### config.mk
export PLATFORM = sky130hd
export DESIGN_NAME = sim_supply_monitor
export DESIGN_NICKNAME = d
export VERILOG_FILES = /design/src/sim_pkg.sv /design/src/sim_supply_monitor.sv
export SDC_FILE = /design/constraint.sdc
export NUM_CORES = 1
export LEC_CHECK = 0
export ABC_AREA = 0
export BUFFER_PORTS_ARGS = -buffer_cell sky130_fd_sc_hd__buf_2
export CAP_MARGIN = 20
export CORE_MARGIN = 3
export CORE_UTILIZATION = 30
export DETAILED_ROUTE_END_ITERATION = 8
export GPL_TIMING_DRIVEN = 1
export MAX_ROUTING_LAYER = met4
export PLACE_DENSITY = 0.66
export RECOVER_POWER = 25
export SYNTH_ARGS = -nofsm -noshare
export SYNTH_HDL_FRONTEND = slang
export SYNTH_SLANG_ARGS = --single-unit
### constraint.sdc
create_clock -name i_clk -period 1.4 [get_ports i_clk]
set_clock_uncertainty 0.1 [all_clocks]
set_input_delay 0.07 -clock i_clk [delete_from_list [all_inputs] [get_ports i_clk]]
set_output_delay 0.07 -clock i_clk [all_outputs]
set_load 0.005 [all_outputs]
### src/sim_pkg.sv
// Shared constants for the supply integrity monitor.
package sim_pkg;

   // Byte address of the control/status register on the register bus.
   localparam logic [3:0] SIM_CSR_ADDR = 4'h0;

   // Bit positions inside the control/status register.
   localparam int SIM_BIT_IRQ_EN = 0;
   localparam int SIM_BIT_AUX_FLAG = 1;
   localparam int SIM_BIT_LV_RST_FLAG = 2;
   localparam int SIM_BIT_PLL_LOCK = 3;
   localparam int SIM_BIT_WDG_FLAG = 4;

   // Reset values of the stored bits.
   localparam logic SIM_RST_IRQ_EN = 1'b0;
   localparam logic SIM_RST_WDG_FLAG = 1'b0;
   localparam logic SIM_RST_LV_RST_FLAG = 1'b0;
   localparam logic SIM_RST_AUX_FLAG = 1'b0;
   localparam logic SIM_RST_PLL_LOCK = 1'b0;
   localparam logic [1:0] SIM_RST_LEVEL = 2'h0;

   // Threshold level codes driven to the analogue comparator.
   localparam logic [1:0] SIM_LEVEL_LOW = 2'h0;
   localparam logic [1:0] SIM_LEVEL_MEDIUM = 2'h1;
   localparam logic [1:0] SIM_LEVEL_HIGH = 2'h2;

   // AXI4-Lite response codes.
   localparam logic [1:0] SIM_RESP_OKAY = 2'h0;
   localparam logic [1:0] SIM_RESP_SLVERR = 2'h2;

   // Synchroniser depth in flip-flops for the comparator outputs.
   localparam int SIM_SYNC_STAGES = 2;

   // Write channel states of the bus slave.
   typedef enum logic [1:0] {
      SIM_WR_IDLE,
      SIM_WR_HAVE_ADDR,
      SIM_WR_HAVE_DATA,
      SIM_WR_RESP
   } sim_wr_state_t;

endpackage

### src/sim_supply_monitor.sv
// The address map and register access over AXI4-Lite are this design's own decisions.
`timescale 1ns/100ps

module sim_supply_monitor
   import sim_pkg::*;
(
   input wire logic i_clk,
   input wire logic i_rst,
   // Asynchronous outputs of the analogue comparators, high when supply is low.
   input wire logic i_low_voltage_detector_below,
   input wire logic i_aux_supply_detector_below,
   // Nonvolatile option settings.
   input wire logic i_lv_option_enable,
   input wire logic [1:0] i_lv_option_level,
   // Reset cause events and status from neighbouring blocks.
   input wire logic i_watchdog_reset,
   input wire logic i_pll_locked,
   // CPU state.
   input wire logic i_cpu_halt,
   input wire logic i_cpu_wait,
   input wire logic i_cc_irq_mask,
   input wire logic i_irq_service_entry,
   // AXI4-Lite slave.
   input wire logic [3:0] i_s_axi_awaddr,
   input wire logic i_s_axi_awvalid,
   output logic o_s_axi_awready,
   input wire logic [31:0] i_s_axi_wdata,
   input wire logic [3:0] i_s_axi_wstrb,
   input wire logic i_s_axi_wvalid,
   output logic o_s_axi_wready,
   output logic [1:0] o_s_axi_bresp,
   output logic o_s_axi_bvalid,
   input wire logic i_s_axi_bready,
   input wire logic [3:0] i_s_axi_araddr,
   input wire logic i_s_axi_arvalid,
   output logic o_s_axi_arready,
   output logic [31:0] o_s_axi_rdata,
   output logic [1:0] o_s_axi_rresp,
   output logic o_s_axi_rvalid,
   input wire logic i_s_axi_rready,
   // Supply integrity outputs.
   output logic o_lv_reset,
   output logic o_reset_pin_o,
   output logic o_reset_pin_oe,
   output logic o_lv_threshold_rising,
   output logic [1:0] o_lv_threshold_level,
   output logic o_aux_irq,
   output logic o_wait_wake
);

   // True when a bus address selects the control/status register.
   function automatic logic csr_hit(input logic [3:0] addr);
      csr_hit = (addr == SIM_CSR_ADDR);
   endfunction

   // Synchroniser chains; stage 0 is read only by stage 1.
   logic [SIM_SYNC_STAGES-1:0] lv_sync;
   logic [SIM_SYNC_STAGES-1:0] aux_sync;
   logic [SIM_SYNC_STAGES-1:0] next_lv_sync;
   logic [SIM_SYNC_STAGES-1:0] next_aux_sync;

   // Supply state after synchronisation, gated by the option setting.
   logic lv_active;
   logic aux_below;

   // Stored register bits and the visible copy of the aux flag.
   logic irq_en;
   logic wdg_flag;
   logic lv_rst_flag;
   logic aux_flag;
   logic pll_lock;
   logic [1:0] level;
   logic next_irq_en;
   logic next_wdg_flag;
   logic next_lv_rst_flag;
   logic next_aux_flag;
   logic next_pll_lock;
   logic [1:0] next_level;

   // Interrupt pending latch and the edge memory for the gated aux comparator level.
   logic irq_pending;
   logic aux_prev;
   logic next_irq_pending;
   logic next_aux_prev;

   // Write channel of the bus slave.
   sim_wr_state_t wr_state;
   sim_wr_state_t next_wr_state;
   logic [3:0] wr_addr;
   logic [31:0] wr_data;
   logic [3:0] wr_strb;
   logic [1:0] bresp;
   logic [3:0] next_wr_addr;
   logic [31:0] next_wr_data;
   logic [3:0] next_wr_strb;
   logic [1:0] next_bresp;
   logic wr_commit;

   // Read channel of the bus slave.
   logic rvalid;
   logic [31:0] rdata;
   logic [1:0] rresp;
   logic next_rvalid;
   logic [31:0] next_rdata;
   logic [1:0] next_rresp;
   logic rd_take;
   logic rd_clears_flag;

   // The register image as software sees it; reserved bits read zero.
   logic [7:0] csr_image;

   // Shift the raw comparator levels through two flip-flops each.
   always_comb begin
      next_lv_sync = {lv_sync[0], i_low_voltage_detector_below};
      next_aux_sync = {aux_sync[0], i_aux_supply_detector_below};
   end

   always_ff @(posedge i_clk) begin
      if (i_rst) begin
         lv_sync <= '0;
         aux_sync <= '0;
      end else begin
         lv_sync <= next_lv_sync;
         aux_sync <= next_aux_sync;
      end
   end

   // Only the final synchroniser stage feeds the block's logic.
   // Without the option the detectors are treated as absent, so a floating
   // comparator cannot reset the chip or raise interrupts.
   always_comb begin
      // With the option off the low-voltage flag simply never sets.
      lv_active = i_lv_option_enable & lv_sync[1];
      aux_below = i_lv_option_enable & aux_sync[1];
   end

   // Reset outputs and the threshold select come from the last synchroniser flip-flop, gated by the option, so the
   // reset request is glitch free; the comparator supplies the hysteresis.
   always_comb begin
      o_lv_reset = lv_active;
      // Open-drain reset pin: low for the whole low-voltage reset.
      o_reset_pin_o = 1'b0;
      o_reset_pin_oe = lv_active;
      // In reset the supply is rising, so the higher threshold applies;
      // while running the lower falling threshold avoids parasitic resets.
      o_lv_threshold_rising = lv_active;
      o_lv_threshold_level = level;
   end

   // Threshold level is taken from the option, with the spare code mapped
   // to the high level so the comparator never sees an undefined setting.
   always_comb begin
      if (i_lv_option_level == SIM_LEVEL_LOW) begin
         next_level = SIM_LEVEL_LOW;
      end else if (i_lv_option_level == SIM_LEVEL_MEDIUM) begin
         next_level = SIM_LEVEL_MEDIUM;
      end else begin
         next_level = SIM_LEVEL_HIGH;
      end
   end

   always_ff @(posedge i_clk) begin
      if (i_rst) begin
         level <= SIM_RST_LEVEL;
      end else begin
         level <= next_level;
      end
   end

   // A read of the register clears the low-voltage flag when its address is accepted.
   always_comb begin
      rd_take = i_s_axi_arvalid & ~rvalid;
      rd_clears_flag = rd_take & csr_hit(i_s_axi_araddr);
   end

   // Visible register image; bits 7:5 are reserved and read as zero.
   always_comb begin
      csr_image = 8'h00;
      csr_image[SIM_BIT_IRQ_EN] = irq_en;
      csr_image[SIM_BIT_AUX_FLAG] = aux_flag;
      csr_image[SIM_BIT_LV_RST_FLAG] = lv_rst_flag;
      csr_image[SIM_BIT_PLL_LOCK] = pll_lock;
      csr_image[SIM_BIT_WDG_FLAG] = wdg_flag;
   end

   // Next values of the register bits. In Halt every bit holds, which also
   // drops software writes; the detector itself keeps running.
   always_comb begin
      next_irq_en = irq_en;
      next_wdg_flag = wdg_flag;
      next_lv_rst_flag = lv_rst_flag;
      next_aux_flag = aux_flag;
      next_pll_lock = pll_lock;
      if (!i_cpu_halt) begin
         // Aux flag follows the synchronised comparator every cycle.
         next_aux_flag = aux_below;
         next_pll_lock = i_pll_locked;
         // Software may set or clear the enable; a write of zero to the
         // watchdog flag clears it, a one leaves it alone.
         if (wr_commit && wr_strb[0]) begin
            next_irq_en = wr_data[SIM_BIT_IRQ_EN];
            if (!wr_data[SIM_BIT_WDG_FLAG]) begin
               next_wdg_flag = 1'b0;
            end
         end
         // Read side effect clears the low-voltage flag.
         if (rd_clears_flag) begin
            next_lv_rst_flag = 1'b0;
         end
         // Hardware events win over software clears in the same cycle.
         if (i_watchdog_reset) begin
            next_wdg_flag = 1'b1;
         end
         // A low-voltage reset marks its cause and clears the watchdog
         // flag, so the CPU starts with a stable encoding. Later external
         // or watchdog resets never touch this flag.
         if (lv_active) begin
            next_lv_rst_flag = 1'b1;
            next_wdg_flag = 1'b0;
         end
      end
   end

   // Power-on reset leaves the register at zero; the aux flag and PLL lock bits then
   // follow the aux comparator and the PLL input within a few cycles.
   always_ff @(posedge i_clk) begin
      if (i_rst) begin
         irq_en <= SIM_RST_IRQ_EN;
         wdg_flag <= SIM_RST_WDG_FLAG;
         lv_rst_flag <= SIM_RST_LV_RST_FLAG;
         aux_flag <= SIM_RST_AUX_FLAG;
         pll_lock <= SIM_RST_PLL_LOCK;
      end else begin
         irq_en <= next_irq_en;
         wdg_flag <= next_wdg_flag;
         lv_rst_flag <= next_lv_rst_flag;
         aux_flag <= next_aux_flag;
         pll_lock <= next_pll_lock;
      end
   end

   // Interrupt latch. It is set on the rising edge of the live comparator
   // level, which runs even in Halt, and cleared on service entry. A new
   // event in the clearing cycle wins. Disabling the source drops the
   // pending request, so a stale event never fires after a later enable.
   always_comb begin
      next_aux_prev = aux_below;
      next_irq_pending = irq_pending;
      if (i_irq_service_entry) begin
         next_irq_pending = 1'b0;
      end
      if (!irq_en) begin
         next_irq_pending = 1'b0;
      end
      if (aux_below && !aux_prev && irq_en) begin
         next_irq_pending = 1'b1;
      end
   end

   always_ff @(posedge i_clk) begin
      if (i_rst) begin
         irq_pending <= 1'b0;
         aux_prev <= 1'b0;
      end else begin
         irq_pending <= next_irq_pending;
         aux_prev <= next_aux_prev;
      end
   end

   // Request to the CPU needs the local enable and a clear global mask.
   // The wake request for Wait ignores the mask and is withheld in Halt.
   always_comb begin
      o_aux_irq = irq_pending & irq_en & ~i_cc_irq_mask;
      o_wait_wake = irq_pending & irq_en & i_cpu_wait & ~i_cpu_halt;
   end

   // Write channel: address and data are taken in either order, then one
   // response. Reserved bits are simply not stored, whatever is written.
   always_comb begin
      next_wr_state = wr_state;
      next_wr_addr = wr_addr;
      next_wr_data = wr_data;
      next_wr_strb = wr_strb;
      next_bresp = bresp;
      wr_commit = 1'b0;
      o_s_axi_awready = 1'b0;
      o_s_axi_wready = 1'b0;
      case (wr_state)
         SIM_WR_IDLE: begin
            o_s_axi_awready = 1'b1;
            o_s_axi_wready = 1'b1;
            if (i_s_axi_awvalid) begin
               next_wr_addr = i_s_axi_awaddr;
            end
            if (i_s_axi_wvalid) begin
               next_wr_data = i_s_axi_wdata;
               next_wr_strb = i_s_axi_wstrb;
            end
            if (i_s_axi_awvalid && i_s_axi_wvalid) begin
               next_wr_state = SIM_WR_RESP;
            end else if (i_s_axi_awvalid) begin
               next_wr_state = SIM_WR_HAVE_ADDR;
            end else if (i_s_axi_wvalid) begin
               next_wr_state = SIM_WR_HAVE_DATA;
            end
         end
         SIM_WR_HAVE_ADDR: begin
            o_s_axi_wready = 1'b1;
            if (i_s_axi_wvalid) begin
               next_wr_data = i_s_axi_wdata;
               next_wr_strb = i_s_axi_wstrb;
               next_wr_state = SIM_WR_RESP;
            end
         end
         SIM_WR_HAVE_DATA: begin
            o_s_axi_awready = 1'b1;
            if (i_s_axi_awvalid) begin
               next_wr_addr = i_s_axi_awaddr;
               next_wr_state = SIM_WR_RESP;
            end
         end
         SIM_WR_RESP: begin
            // Commit on the cycle the response is accepted.
            if (i_s_axi_bready) begin
               wr_commit = csr_hit(wr_addr);
               next_wr_state = SIM_WR_IDLE;
            end
         end
         default: begin
            next_wr_state = SIM_WR_IDLE;
         end
      endcase
      // Response code is settled on entry to the response state.
      if (next_wr_state == SIM_WR_RESP && wr_state != SIM_WR_RESP) begin
         next_bresp = csr_hit(next_wr_addr) ? SIM_RESP_OKAY : SIM_RESP_SLVERR;
      end
   end

   always_ff @(posedge i_clk) begin
      if (i_rst) begin
         wr_state <= SIM_WR_IDLE;
         wr_addr <= 4'h0;
         wr_data <= 32'h0000_0000;
         wr_strb <= 4'h0;
         bresp <= SIM_RESP_OKAY;
      end else begin
         wr_state <= next_wr_state;
         wr_addr <= next_wr_addr;
         wr_data <= next_wr_data;
         wr_strb <= next_wr_strb;
         bresp <= next_bresp;
      end
   end

   always_comb begin
      o_s_axi_bvalid = (wr_state == SIM_WR_RESP);
      o_s_axi_bresp = bresp;
   end

   // Read channel: one cycle from address to data. Unmapped addresses read
   // zero with an error response. The returned value is the image before
   // the read-clear takes effect, so software sees the set flag once.
   always_comb begin
      next_rvalid = rvalid;
      next_rdata = rdata;
      next_rresp = rresp;
      if (rvalid && i_s_axi_rready) begin
         next_rvalid = 1'b0;
      end
      if (rd_take) begin
         next_rvalid = 1'b1;
         if (csr_hit(i_s_axi_araddr)) begin
            next_rdata = {24'h00_0000, csr_image};
            next_rresp = SIM_RESP_OKAY;
         end else begin
            next_rdata = 32'h0000_0000;
            next_rresp = SIM_RESP_SLVERR;
         end
      end
   end

   always_ff @(posedge i_clk) begin
      if (i_rst) begin
         rvalid <= 1'b0;
         rdata <= 32'h0000_0000;
         rresp <= SIM_RESP_OKAY;
      end else begin
         rvalid <= next_rvalid;
         rdata <= next_rdata;
         rresp <= next_rresp;
      end
   end

   always_comb begin
      o_s_axi_arready = ~rvalid;
      o_s_axi_rvalid = rvalid;
      o_s_axi_rdata = rdata;
      o_s_axi_rresp = rresp;
   end

endmodule

==> results of run 1 <==
-- power groups by stage --
stage / Sequential [W] / Combinational (W) / Clock, W
global route: 0.000916 / 0.000309 / 0.000947
CTS: 0.000912 / 0.000271 / 0.000911
global placement: 0.000930 / 0.000232 / 0
detailed placement: 0.000931 / 0.000235 / 0
finish: 0.000912 / 0.000272 / 0.000877
floorplan: 0.000930 / 0.000189 / 0
-- timing repair --
| item | CTS | global route |
|---|---|---|
| setup endpoints to repair | 2 | 4 |
| pin swaps | 1 | 0 |
| hold endpoints to repair | 17 | 0 |
| buffers inserted | 0 | 0 |
| hold buffers | 17 | 0 |
| gates resized for setup | 0 | 2 |
-- worst min-delay path, stage by stage --
cell	delay, ns
buf_2	0.07
o22ai_1	0.06
and3_1	0.17
-- how the worst max path moves through the flow --
stage | cells after the start | slack [ns] | from | endpoint
floorplan | 3 | -0.02 | wr_addr[0] | o_s_axi_bresp[1]
global placement | 3 | -0.06 | wr_addr[0] | o_s_axi_bresp[1]
detailed placement | 3 | -0.08 | wr_addr[0] | o_s_axi_bresp[1]
CTS | 3 | -0.08 | wr_addr[2] | o_s_axi_bresp[1]
global route | 3 | -0.11 | wr_addr[2] | o_s_axi_bresp[1]
finish | 3 | -0.07 | wr_addr[2] | irq_en
-- registers in the layout (all words and copies together), names as in the netlist --
signal and count:
aux_flag 1, aux_prev 1, aux_sync 2, irq_en 1
irq_pending 1, lv_rst_flag 1, lv_sync 2, o_lv_threshold_level 2
o_s_axi_bresp 1, o_s_axi_rdata 5, o_s_axi_rresp 1, o_s_axi_rvalid 1
pll_lock 1, wdg_flag 1, wr_addr 4, wr_data 2
wr_state 2, wr_strb 1
-- cell usage after synthesis, types with 3 or more instances --
| cell type | count | area (um^2) |
|---|---|---|
| buf_4 | 32 | 240 |
| nor2_1 | 11 | 41.3 |
| inv_1 | 9 | 33.8 |
| nand3_1 | 6 | 30.0 |
| dfxtp_1 | 30 | 601 |
| mux2i_1 | 4 | 40.0 |
| a21oi_1 | 13 | 65.1 |
| nor3_1 | 3 | 15.0 |
| clkbuf_1 | 3 | 11.3 |
| nand2b_1 | 3 | 18.8 |
| nor2b_1 | 8 | 50.1 |
| nand2_1 | 17 | 63.8 |
-- kinds of logic (layout without fill, tap and decap cells) --
| family | Yosys count | count (layout) | synth area share |
|---|---|---|---|
| AO/OA/AOI/OAI | 22 | 22 | 0.0974 |
| flip-flops | 30 | 30 | 0.429 |
| multiplexers | 5 | 5 | 0.0366 |
| other | 1 | 30 | 0.00268 |
| buffers and inverters | 45 | 90 | 0.212 |
| AND/OR/NAND/NOR | 60 | 60 | 0.223 |
-- stage by stage --
stage / total power [W] / area, um^2 / hold WS [ns] / setup TNS [ns] / util
4_1_cts: 0.00209 / 1910 / 0.0285 / -0.155 / 0.430
3_5_place_dp: 0.00117 / 1630 / 0.149 / -0.149 / 0.366
2_1_floorplan: 0.00112 / 1510 / 0.0461 / -0.0329 / -
3_3_place_gp: 0.00116 / 1630 / 0.144 / -0.114 / 0.366
5_1_grt: 0.00217 / 1910 / 0.0420 / -0.209 / 0.430
6_report: 0.00206 / 1910 / 0.0400 / -0.141 / 0.430
-- per-layer routing --
metal  vias up  global-route usage
li1        621                   -
met1       551               0.114
met2        58               0.172
met3         7              0.0432
met4         0              0.0474
met5         -                   -
-- layout make-up --
type,count,share of cell area
Tap cell,52,0.0340
Sequential cell,30,0.314
Clock inverter,1,0.0157
Multi-Input combinational cell,117,0.326
Inverter,9,0.0177
Timing Repair Buffer,74,0.249
Clock buffer,6,0.0432
==> flow_summary.json, run 1 <==
{
  "period_minus_slack_ns": 1.47,
  "register_area_um2": 601,
  "topRoutingLayerUsed": "met4",
  "synthesis.area_per_instance_um2": 8.59,
  "antenna_violating_nets_post_route": 0,
  "chip_width_um": 74.3,
  "synth_edf_count": 0,
  "grt_max_degree": 17,
  "critical_path_peak_fanout": 3,
  "cts.reportedPaths.clkPinSlew_ns": 0.06,
  "pwr-share-comb": 0.132,
  "finalNetCount": 299,
  "synth.yosys.seq_area_share": 0.429,
  "drcViolationCount": 0,
  "max-cap-violations": 0,
  "run_status": "finished, violations left",
  "internal_cell_power_w": 0.00161,
  "numPortBuffers": 47,
  "vias": 1237,
  "hold_viol_final": 0,
  "htree_num_levels": 2,
  "cp_cell_sequence": "or3_4 > or4_1 > a21oi_1",
  "dieArea_mm2": 0.00552,
  "ys.warnings.count": 0,
  "layout_commonest_cell": "buf_2",
  "worstSetupStartpointType": "register",
  "avgRoutedWirePerCell_um": 9.87,
  "route.layer.met1.wl_mm": 1.21,
  "detailedRoute.firstIterationViolations": 39,
  "drt_pre_antenna_iters": 4,
  "arrival_ns": 1.58,
  "min_path_type": "input pin to register",
  "worstHoldPathCells": 3,
  "wire_length_of_the_first_global_routing_pass_mm": 4.27,
  "tritoncts": "yes",
  "top_level_ports": 111,
  "power.switching_w": 0.000455,
  "synth_flop_cell": "dfxtp_1",
  "cts_root_buffer_type": "clkbuf_8",
  "setup.reg_to_reg.worst_slack_ns": -0.07,
  "cpPeakStageDelay_ns": 0.48,
  "critical_path_buf_inv_count": 0,
  "synthesis.area_mm2": 0.00140,
  "insertion_delay_ns": 0.28,
  "sequential_share_of_power": 0.442,
  "number_of_global_route_vias_before_repair": 1032,
  "crit-reg2reg-launch": "wr_addr[2]",
  "worstSetupPathType": "register to register",
  "design.core.area_mm2": 0.00444,
  "timing.final.crit_share": 1.05,
  "drive_above_1_share": 0.287,
  "timing.critical_path.to_type": "register",
  "clock_network_power_share": 0.425,
  "peak_ir_drop_on_the_vdd_network_uv": 509,
  "cp_top_family": "simple AND/OR/NAND/NOR gates",
  "yosys_register_bits": 30,
  "wl_met2_mm": 1.29,
  "worst_path_max_delay_cell": "or4_1",
  "hold_path_end": "irq_pending",
  "timing.final.ws_setup_ns": -0.0711,
  "netSwitchingFraction": 0.221,
  "groute.usage.overall": 0.106,
  "final-setup-viol-count": 2,
  "final_cells": 289,
  "fillerInstances": 478,
  "inserted_diodes": 0,
  "failed_checks": "negative setup slack",
  "remaining_overflow_grt": 0,
  "gp_congestion": 0.754,
  "multiInputGateArea_um2": 624,
  "cts_buffers": 5,
  "grt_setup_unrepaired": "true",
  "number_of_antenna_violations_at_the_first_check_in_global_routing": 0,
  "dp.cells": 265,
  "p_leak_nw": 0.910,
  "cts_sinks": 30,
  "required_ns": 1.51,
  "count_of_final_max_slew_check_failures": 0,
  "placement.setup.worst_slack_ns": -0.0806,
  "rr_worst_depth": 3,
  "area_delta_synth_final_pct": 36.6,
  "min-delay-start": "i_irq_service_entry",
  "floorplan.initialDensity": 0.315,
  "synth_cell_type_count": 31,
  "fp-row-count": 24,
  "dp_hpwl_mm": 2.13,
  "cts_max_path_buffers": 2,
  "wl_mm": 2.85,
  "crit-reg2reg-capture": "irq_en",
  "chipHeight_um": 74.3,
  "async_flop_share": 0,
  "layout.cells.most_common_list": "buf_2 (44), conb_1 (30), dfxtp_1 (30)",
  "clock.fmax_mhz": 680,
  "wl_met3_um": 299,
  "via_per_inst": 4.28,
  "power.density_mw_per_mm2": 1080,
  "syn_inst": 163
}
Note: power is estimated with default switching activity, not from simulation.
==> inputs of run 2 (changes only) <==
- CELL_PAD_IN_SITES_DETAIL_PLACEMENT: not set -> 1
- CELL_PAD_IN_SITES_GLOBAL_PLACEMENT: not set -> 2
- CORE_UTILIZATION: 30 -> 17
- PLACE_DENSITY: 0.66 -> not set
- PLACE_DENSITY_LB_ADDON: not set -> 0.1
==> run 2 against run 1 <==
Compared with the run above:
- maximum frequency shrank 1.2%
- sequential share of layout area shrank 0.85 points
- largest power group unchanged
- the run still ends with negative setup slack left
- worst hold slack lost 0.032 ns
- global-route usage shrank 2.1 points
- critical path depth is the same
- critical endpoint unchanged
- via count grew 0.65%
==> flow_summary.json, run 2 (synthesized netlist as in run 1, its figures left out) <==
{
  "p_leak_nw": 0.913,
  "chipHeight_um": 96.8,
  "fillerInstances": 966,
  "power_w": 0.00205,
  "max-cap-violations": 0,
  "timing.final.ws_setup_ns": -0.0883,
  "drcViolationCount": 0,
  "critical_path_peak_fanout": 2,
  "hold_viol_final": 0,
  "grt_busiest_layer": "met2",
  "arrival_ns": 1.61,
  "worstSetupPathType": "register to register",
  "worstSetupStartpointType": "register",
  "vias": 1245,
  "crit-reg2reg-capture": "irq_en",
  "netSwitchingFraction": 0.240,
  "floorplan.initialDensity": 0.178,
  "period_minus_slack_ns": 1.49,
  "avgRoutedWirePerCell_um": 11.1,
  "dp_hpwl_mm": 3.01,
  "rr_worst_depth": 3,
  "gp_congestion": 0.782,
  "drive_above_1_share": 0.311,
  "numPortBuffers": 47,
  "dieArea_mm2": 0.00936,
  "insertion_delay_ns": 0.28,
  "final_cells": 340,
  "min_path_type": "input pin to register",
  "top_level_ports": 111,
  "chip_width_um": 96.8,
  "antenna_violating_nets_post_route": 0,
  "finalHoldWorstSlack_ns": 0.00821,
  "power.density_mw_per_mm2": 1040,
  "remaining_overflow_grt": 0,
  "grt_setup_unrepaired": "true",
  "failed_checks": "negative setup slack",
  "clock_network_power_share": 0.418,
  "via_per_inst": 3.66,
  "grt_max_degree": 15,
  "timing.final.crit_share": 1.06,
  "final-setup-viol-count": 2,
  "wire_length_of_the_first_global_routing_pass_mm": 6.36,
  "power.switching_w": 0.000492,
  "hold_path_end": "wr_state[1]",
  "detailedRoute.firstIterationViolations": 13,
  "timing.critical_path.to_type": "register",
  "finalCoreUtilization": 0.252,
  "drt_pre_antenna_iters": 4,
  "peak_ir_drop_on_the_vdd_network_uv": 497,
  "worstHoldPathCells": 3,
  "run_status": "finished, violations left",
  "design.core.area_mm2": 0.00785,
  "grt.met1_usage": 0.0940,
  "cts_root_buffer_type": "clkbuf_8",
  "groute.usage.overall": 0.0859,
  "cts_max_path_buffers": 2,
  "crit-reg2reg-launch": "wr_strb[0]",
  "htree_num_levels": 2,
  "tritoncts": "yes",
  "number_of_antenna_violations_at_the_first_check_in_global_routing": 0,
  "timing.setup.tns_ns": -0.162,
  "wl_mm": 3.79,
  "postCtsSetupRepairBufs": 0,
  "setup.reg_to_reg.worst_slack_ns": -0.09,
  "cts_buffers": 5,
  "inserted_diodes": 0,
  "pwr-share-comb": 0.136,
  "min-delay-start": "i_s_axi_wvalid",
  "required_ns": 1.52,
  "cts.reportedPaths.clkPinSlew_ns": 0.07,
  "cts_sinks": 30,
  "count_of_final_max_slew_check_failures": 0,
  "grt_util_met3": 0.0288,
  "layout.cells.most_common_list": "buf_2 (44), conb_1 (30), dfxtp_1 (28)",
  "layout_commonest_cell": "buf_2",
  "groute.layer.met2.usage": 0.146,
  "sequential_share_of_power": 0.446,
  "clock.fmax_mhz": 672,
  "dp.cells": 317,
  "area_delta_synth_final_pct": 41.0,
  "finalNetCount": 299,
  "number_of_global_route_vias_before_repair": 1372,
  "largest_register_ff_count": 5,
  "fp-row-count": 32,
  "internal_cell_power_w": 0.00156
}
run 2: worst max-delay path: stages (launching register included):
cell and delay [ns]:
dfxtp_2 0.33, or3b_4 0.37, or4_4 0.49, a21oi_2 0.14
run 2: through the flow:
| stage | instance area [um^2] | setup slack (ns) |
|---|---|---|
| 3_3_place_gp | 1700 | -0.0685 |
| 6_report | 1970 | -0.0883 |
| 4_1_cts | 1960 | -0.105 |
| 2_1_floorplan | 1510 | -0.0197 |
| 5_1_grt | 1970 | -0.138 |
| 3_5_place_dp | 1700 | -0.0739 |
run 2: final cells by class:
cell class                 instances  area [um^2]  share of cell area
clock buffer                       5         68.8              0.0349
clock inverter                     3         40.0              0.0203
inverter                           9         33.8              0.0171
multi-input combinational        117          629               0.319
sequential                        30          603               0.305
tap                              102          128              0.0646
timing repair buffer              74          472               0.239
run 2: power groups by stage:
stage	sequential (W)	combinational, W	clock (W)
floorplan	0.000930	0.000189	0
global placement	0.000932	0.000244	0
detailed placement	0.000934	0.000249	0
CTS	0.000914	0.000281	0.000901
global route	0.000919	0.000316	0.000936
finish	0.000914	0.000279	0.000859
run 2: how the worst max path moves through the flow:
stage                     from               end  slack [ns]  cells after the start
floorplan           wr_addr[0]  o_s_axi_bresp[1]       -0.02                      3
global placement    wr_addr[0]  o_s_axi_bresp[1]       -0.07                      3
detailed placement  wr_addr[0]            irq_en       -0.07                      3
CTS                 wr_addr[3]            irq_en       -0.10                      3
global route        wr_strb[0]            irq_en       -0.14                      3
finish              wr_strb[0]            irq_en       -0.09                      3
run 2: what timing repair did:
item	in CTS	in global routing
hold buffers	15	0
gates resized for setup	0	5
pin swaps	1	3
hold endpoints to repair	15	0
setup endpoints to repair	2	4
run 2: layer usage:
| layer | part of all wire | vias to the layer above |
|---|---|---|
| li1 | - | 624 |
| met1 | 0.42 | 567 |
| met2 | 0.50 | 48 |
| met3 | 0.066 | 6 |
| met4 | 0.0098 | 0 |
| met5 | 0 | - |
==> inputs of run 3 (changes only) <==
- GPL_TIMING_DRIVEN: 1 -> not set
- RECOVER_POWER: 25 -> 50
==> run 3 against run 2 <==
Compared with the run above:
- flip-flop and latch count is the same
- die area stayed put
- clock-buffer cell count is the same
- largest power group unchanged
- worst setup slack barely moved
- power fell by 0.15%
- via count up 0.16%
- sequential share of layout area grew 0.16 points
- first-iteration DRC count grew 7.7%
- design area decreased by 0.51%
- routed wire length is essentially flat
- the run still ends with negative setup slack left
==> flow_summary.json, run 3 (synthesized netlist as in run 1, its figures left out) <==
{
  "run_status": "finished, violations left",
  "failed_checks": "negative setup slack",
  "number_of_global_route_vias_before_repair": 1372,
  "rr_worst_depth": 3,
  "inserted_diodes": 0,
  "layout_commonest_cell": "buf_2",
  "postPlaceCellArea_mm2": 0.00170,
  "timing.final.ws_setup_ns": -0.0883,
  "groute.usage.overall": 0.0859,
  "multiInputGateArea_um2": 629,
  "power.density_mw_per_mm2": 1040,
  "chip_width_um": 96.8,
  "min_path_type": "input pin to register",
  "htree_num_levels": 2,
  "required_ns": 1.52,
  "avgRoutedWirePerCell_um": 11.1,
  "timing.critical_path.to_type": "register",
  "cp_top_family": "simple AND/OR/NAND/NOR gates",
  "antenna_violating_nets_post_route": 0,
  "p_leak_nw": 0.889,
  "cp.depth": 3,
  "via_per_inst": 3.67,
  "area_delta_synth_final_pct": 40.3,
  "timing.final.crit_share": 1.06,
  "remaining_overflow_grt": 0,
  "drive_above_1_share": 0.286,
  "pwr-share-comb": 0.135,
  "dp_hpwl_mm": 3.01,
  "arrival_ns": 1.61,
  "hold_viol_final": 0,
  "cts_sinks": 30,
  "fp-row-count": 32,
  "design.core.area_mm2": 0.00785,
  "chipHeight_um": 96.8,
  "worstSetupPathType": "register to register",
  "timing.setup.tns_ns": -0.162,
  "worst_path_max_delay_cell": "or4_4",
  "wire_length_of_the_first_global_routing_pass_mm": 6.36,
  "postCtsSetupRepairBufs": 0,
  "critical_path_peak_fanout": 2,
  "fillerInstances": 966,
  "cpPeakStageDelay_ns": 0.49,
  "critical_path_buf_inv_count": 0,
  "vias": 1247,
  "count_of_final_max_slew_check_failures": 0,
  "cts.reportedPaths.clkPinSlew_ns": 0.07,
  "top_level_ports": 111,
  "numPortBuffers": 47,
  "worstSetupStartpointType": "register",
  "period_minus_slack_ns": 1.49,
  "clock_network_power_share": 0.419,
  "largest_register_ff_count": 5,
  "cp_cell_sequence": "or3b_4 > or4_4 > a21oi_2",
  "number_of_antenna_violations_at_the_first_check_in_global_routing": 0,
  "internal_cell_power_w": 0.00156,
  "tritoncts": "yes",
  "peak_ir_drop_on_the_vdd_network_uv": 497,
  "wl_mm": 3.79,
  "max-cap-violations": 0,
  "dieArea_mm2": 0.00936,
  "grt_max_degree": 15,
  "cts_root_buffer_type": "clkbuf_8",
  "final_area_mm2": 0.00196,
  "sequential_share_of_power": 0.446,
  "drt_pre_antenna_iters": 4,
  "grt_setup_unrepaired": "true",
  "insertion_delay_ns": 0.28,
  "cts_max_path_buffers": 2,
  "final-setup-viol-count": 2,
  "register_area_um2": 603,
  "finalNetCount": 299,
  "drcViolationCount": 0,
  "detailedRoute.firstIterationViolations": 14,
  "clock.fmax_mhz": 672,
  "cts_buffers": 5,
  "floorplan.initialDensity": 0.178,
  "power.switching_w": 0.000492,
  "worstHoldPathCells": 3,
  "netSwitchingFraction": 0.240,
  "gp_congestion": 0.782,
  "layout.cells.most_common_list": "buf_2 (39), conb_1 (30), dfxtp_1 (28)"
}
==> run 3: final cells by class <==
cell class,instances,share of cell area
flip-flops and latches,30,0.307
repair buffers,74,0.235
clock inverters,3,0.0204
well taps,102,0.0650
multi-input cells,117,0.320
clock buffers,5,0.0350
inverters,9,0.0172
==> run 3: metal layers <==
layer | vias to the layer above | wire, um | part of all wire | track usage
met5 | - | 0 | 0 | -
met4 | 0 | 37 | 0.0098 | 0.0292
met3 | 6 | 256 | 0.068 | 0.0288
met2 | 48 | 1910 | 0.50 | 0.146
met1 | 569 | 1580 | 0.42 | 0.0940
li1 | 624 | - | - | -
==> run 3: power groups by stage <==
stage                     clock network [W]  registers, W  logic (W)
after global routing               0.000936      0.000919   0.000312
after floorplan                           0      0.000930   0.000189
final                              0.000859      0.000914   0.000276
after global placement                    0      0.000932   0.000244
after detailed placement                  0      0.000934   0.000249
after CTS                          0.000901      0.000914   0.000281
==> run 3: through the flow <==
step / util / setup WS [ns] / power [W] / std cells / hold WS [ns]
3_5_place_dp: 0.217 / -0.0739 / 0.00118 / 317 / 0.154
6_report: 0.250 / -0.0883 / 0.00205 / 340 / 0.00944
5_1_grt: 0.250 / -0.138 / 0.00217 / 340 / 0.0195
3_3_place_gp: 0.217 / -0.0685 / 0.00118 / 317 / 0.143
2_1_floorplan: - / -0.0197 / 0.00112 / 192 / 0.0461
4_1_cts: 0.250 / -0.105 / 0.00210 / 340 / 0.00591
==> run 3: final timing paths <==
path / slack [ns] / endpoint / start
setup reg to reg: -0.09 / irq_en / wr_strb[0]
hold / removal: 0.009 / wr_state[1] / i_s_axi_wvalid
setup / recovery: -0.09 / irq_en / wr_strb[0]
hold reg to reg: 0.34 / aux_sync[1] / aux_sync[0]
==> run 3: worst min-delay path, cell delays in order <==
cell and delay, ns:
buf_2 0.09, nor2_1 0.07, nor3_1 0.12
==> run 3: what timing repair did <==
item | in CTS | in global routing
cloned | 0 | 0
hold buffers | 15 | 0
resized for setup | 0 | 5
endpoints found under the hold margin | 15 | 0
pin swaps | 1 | 3
endpoints found under the setup margin | 2 | 4
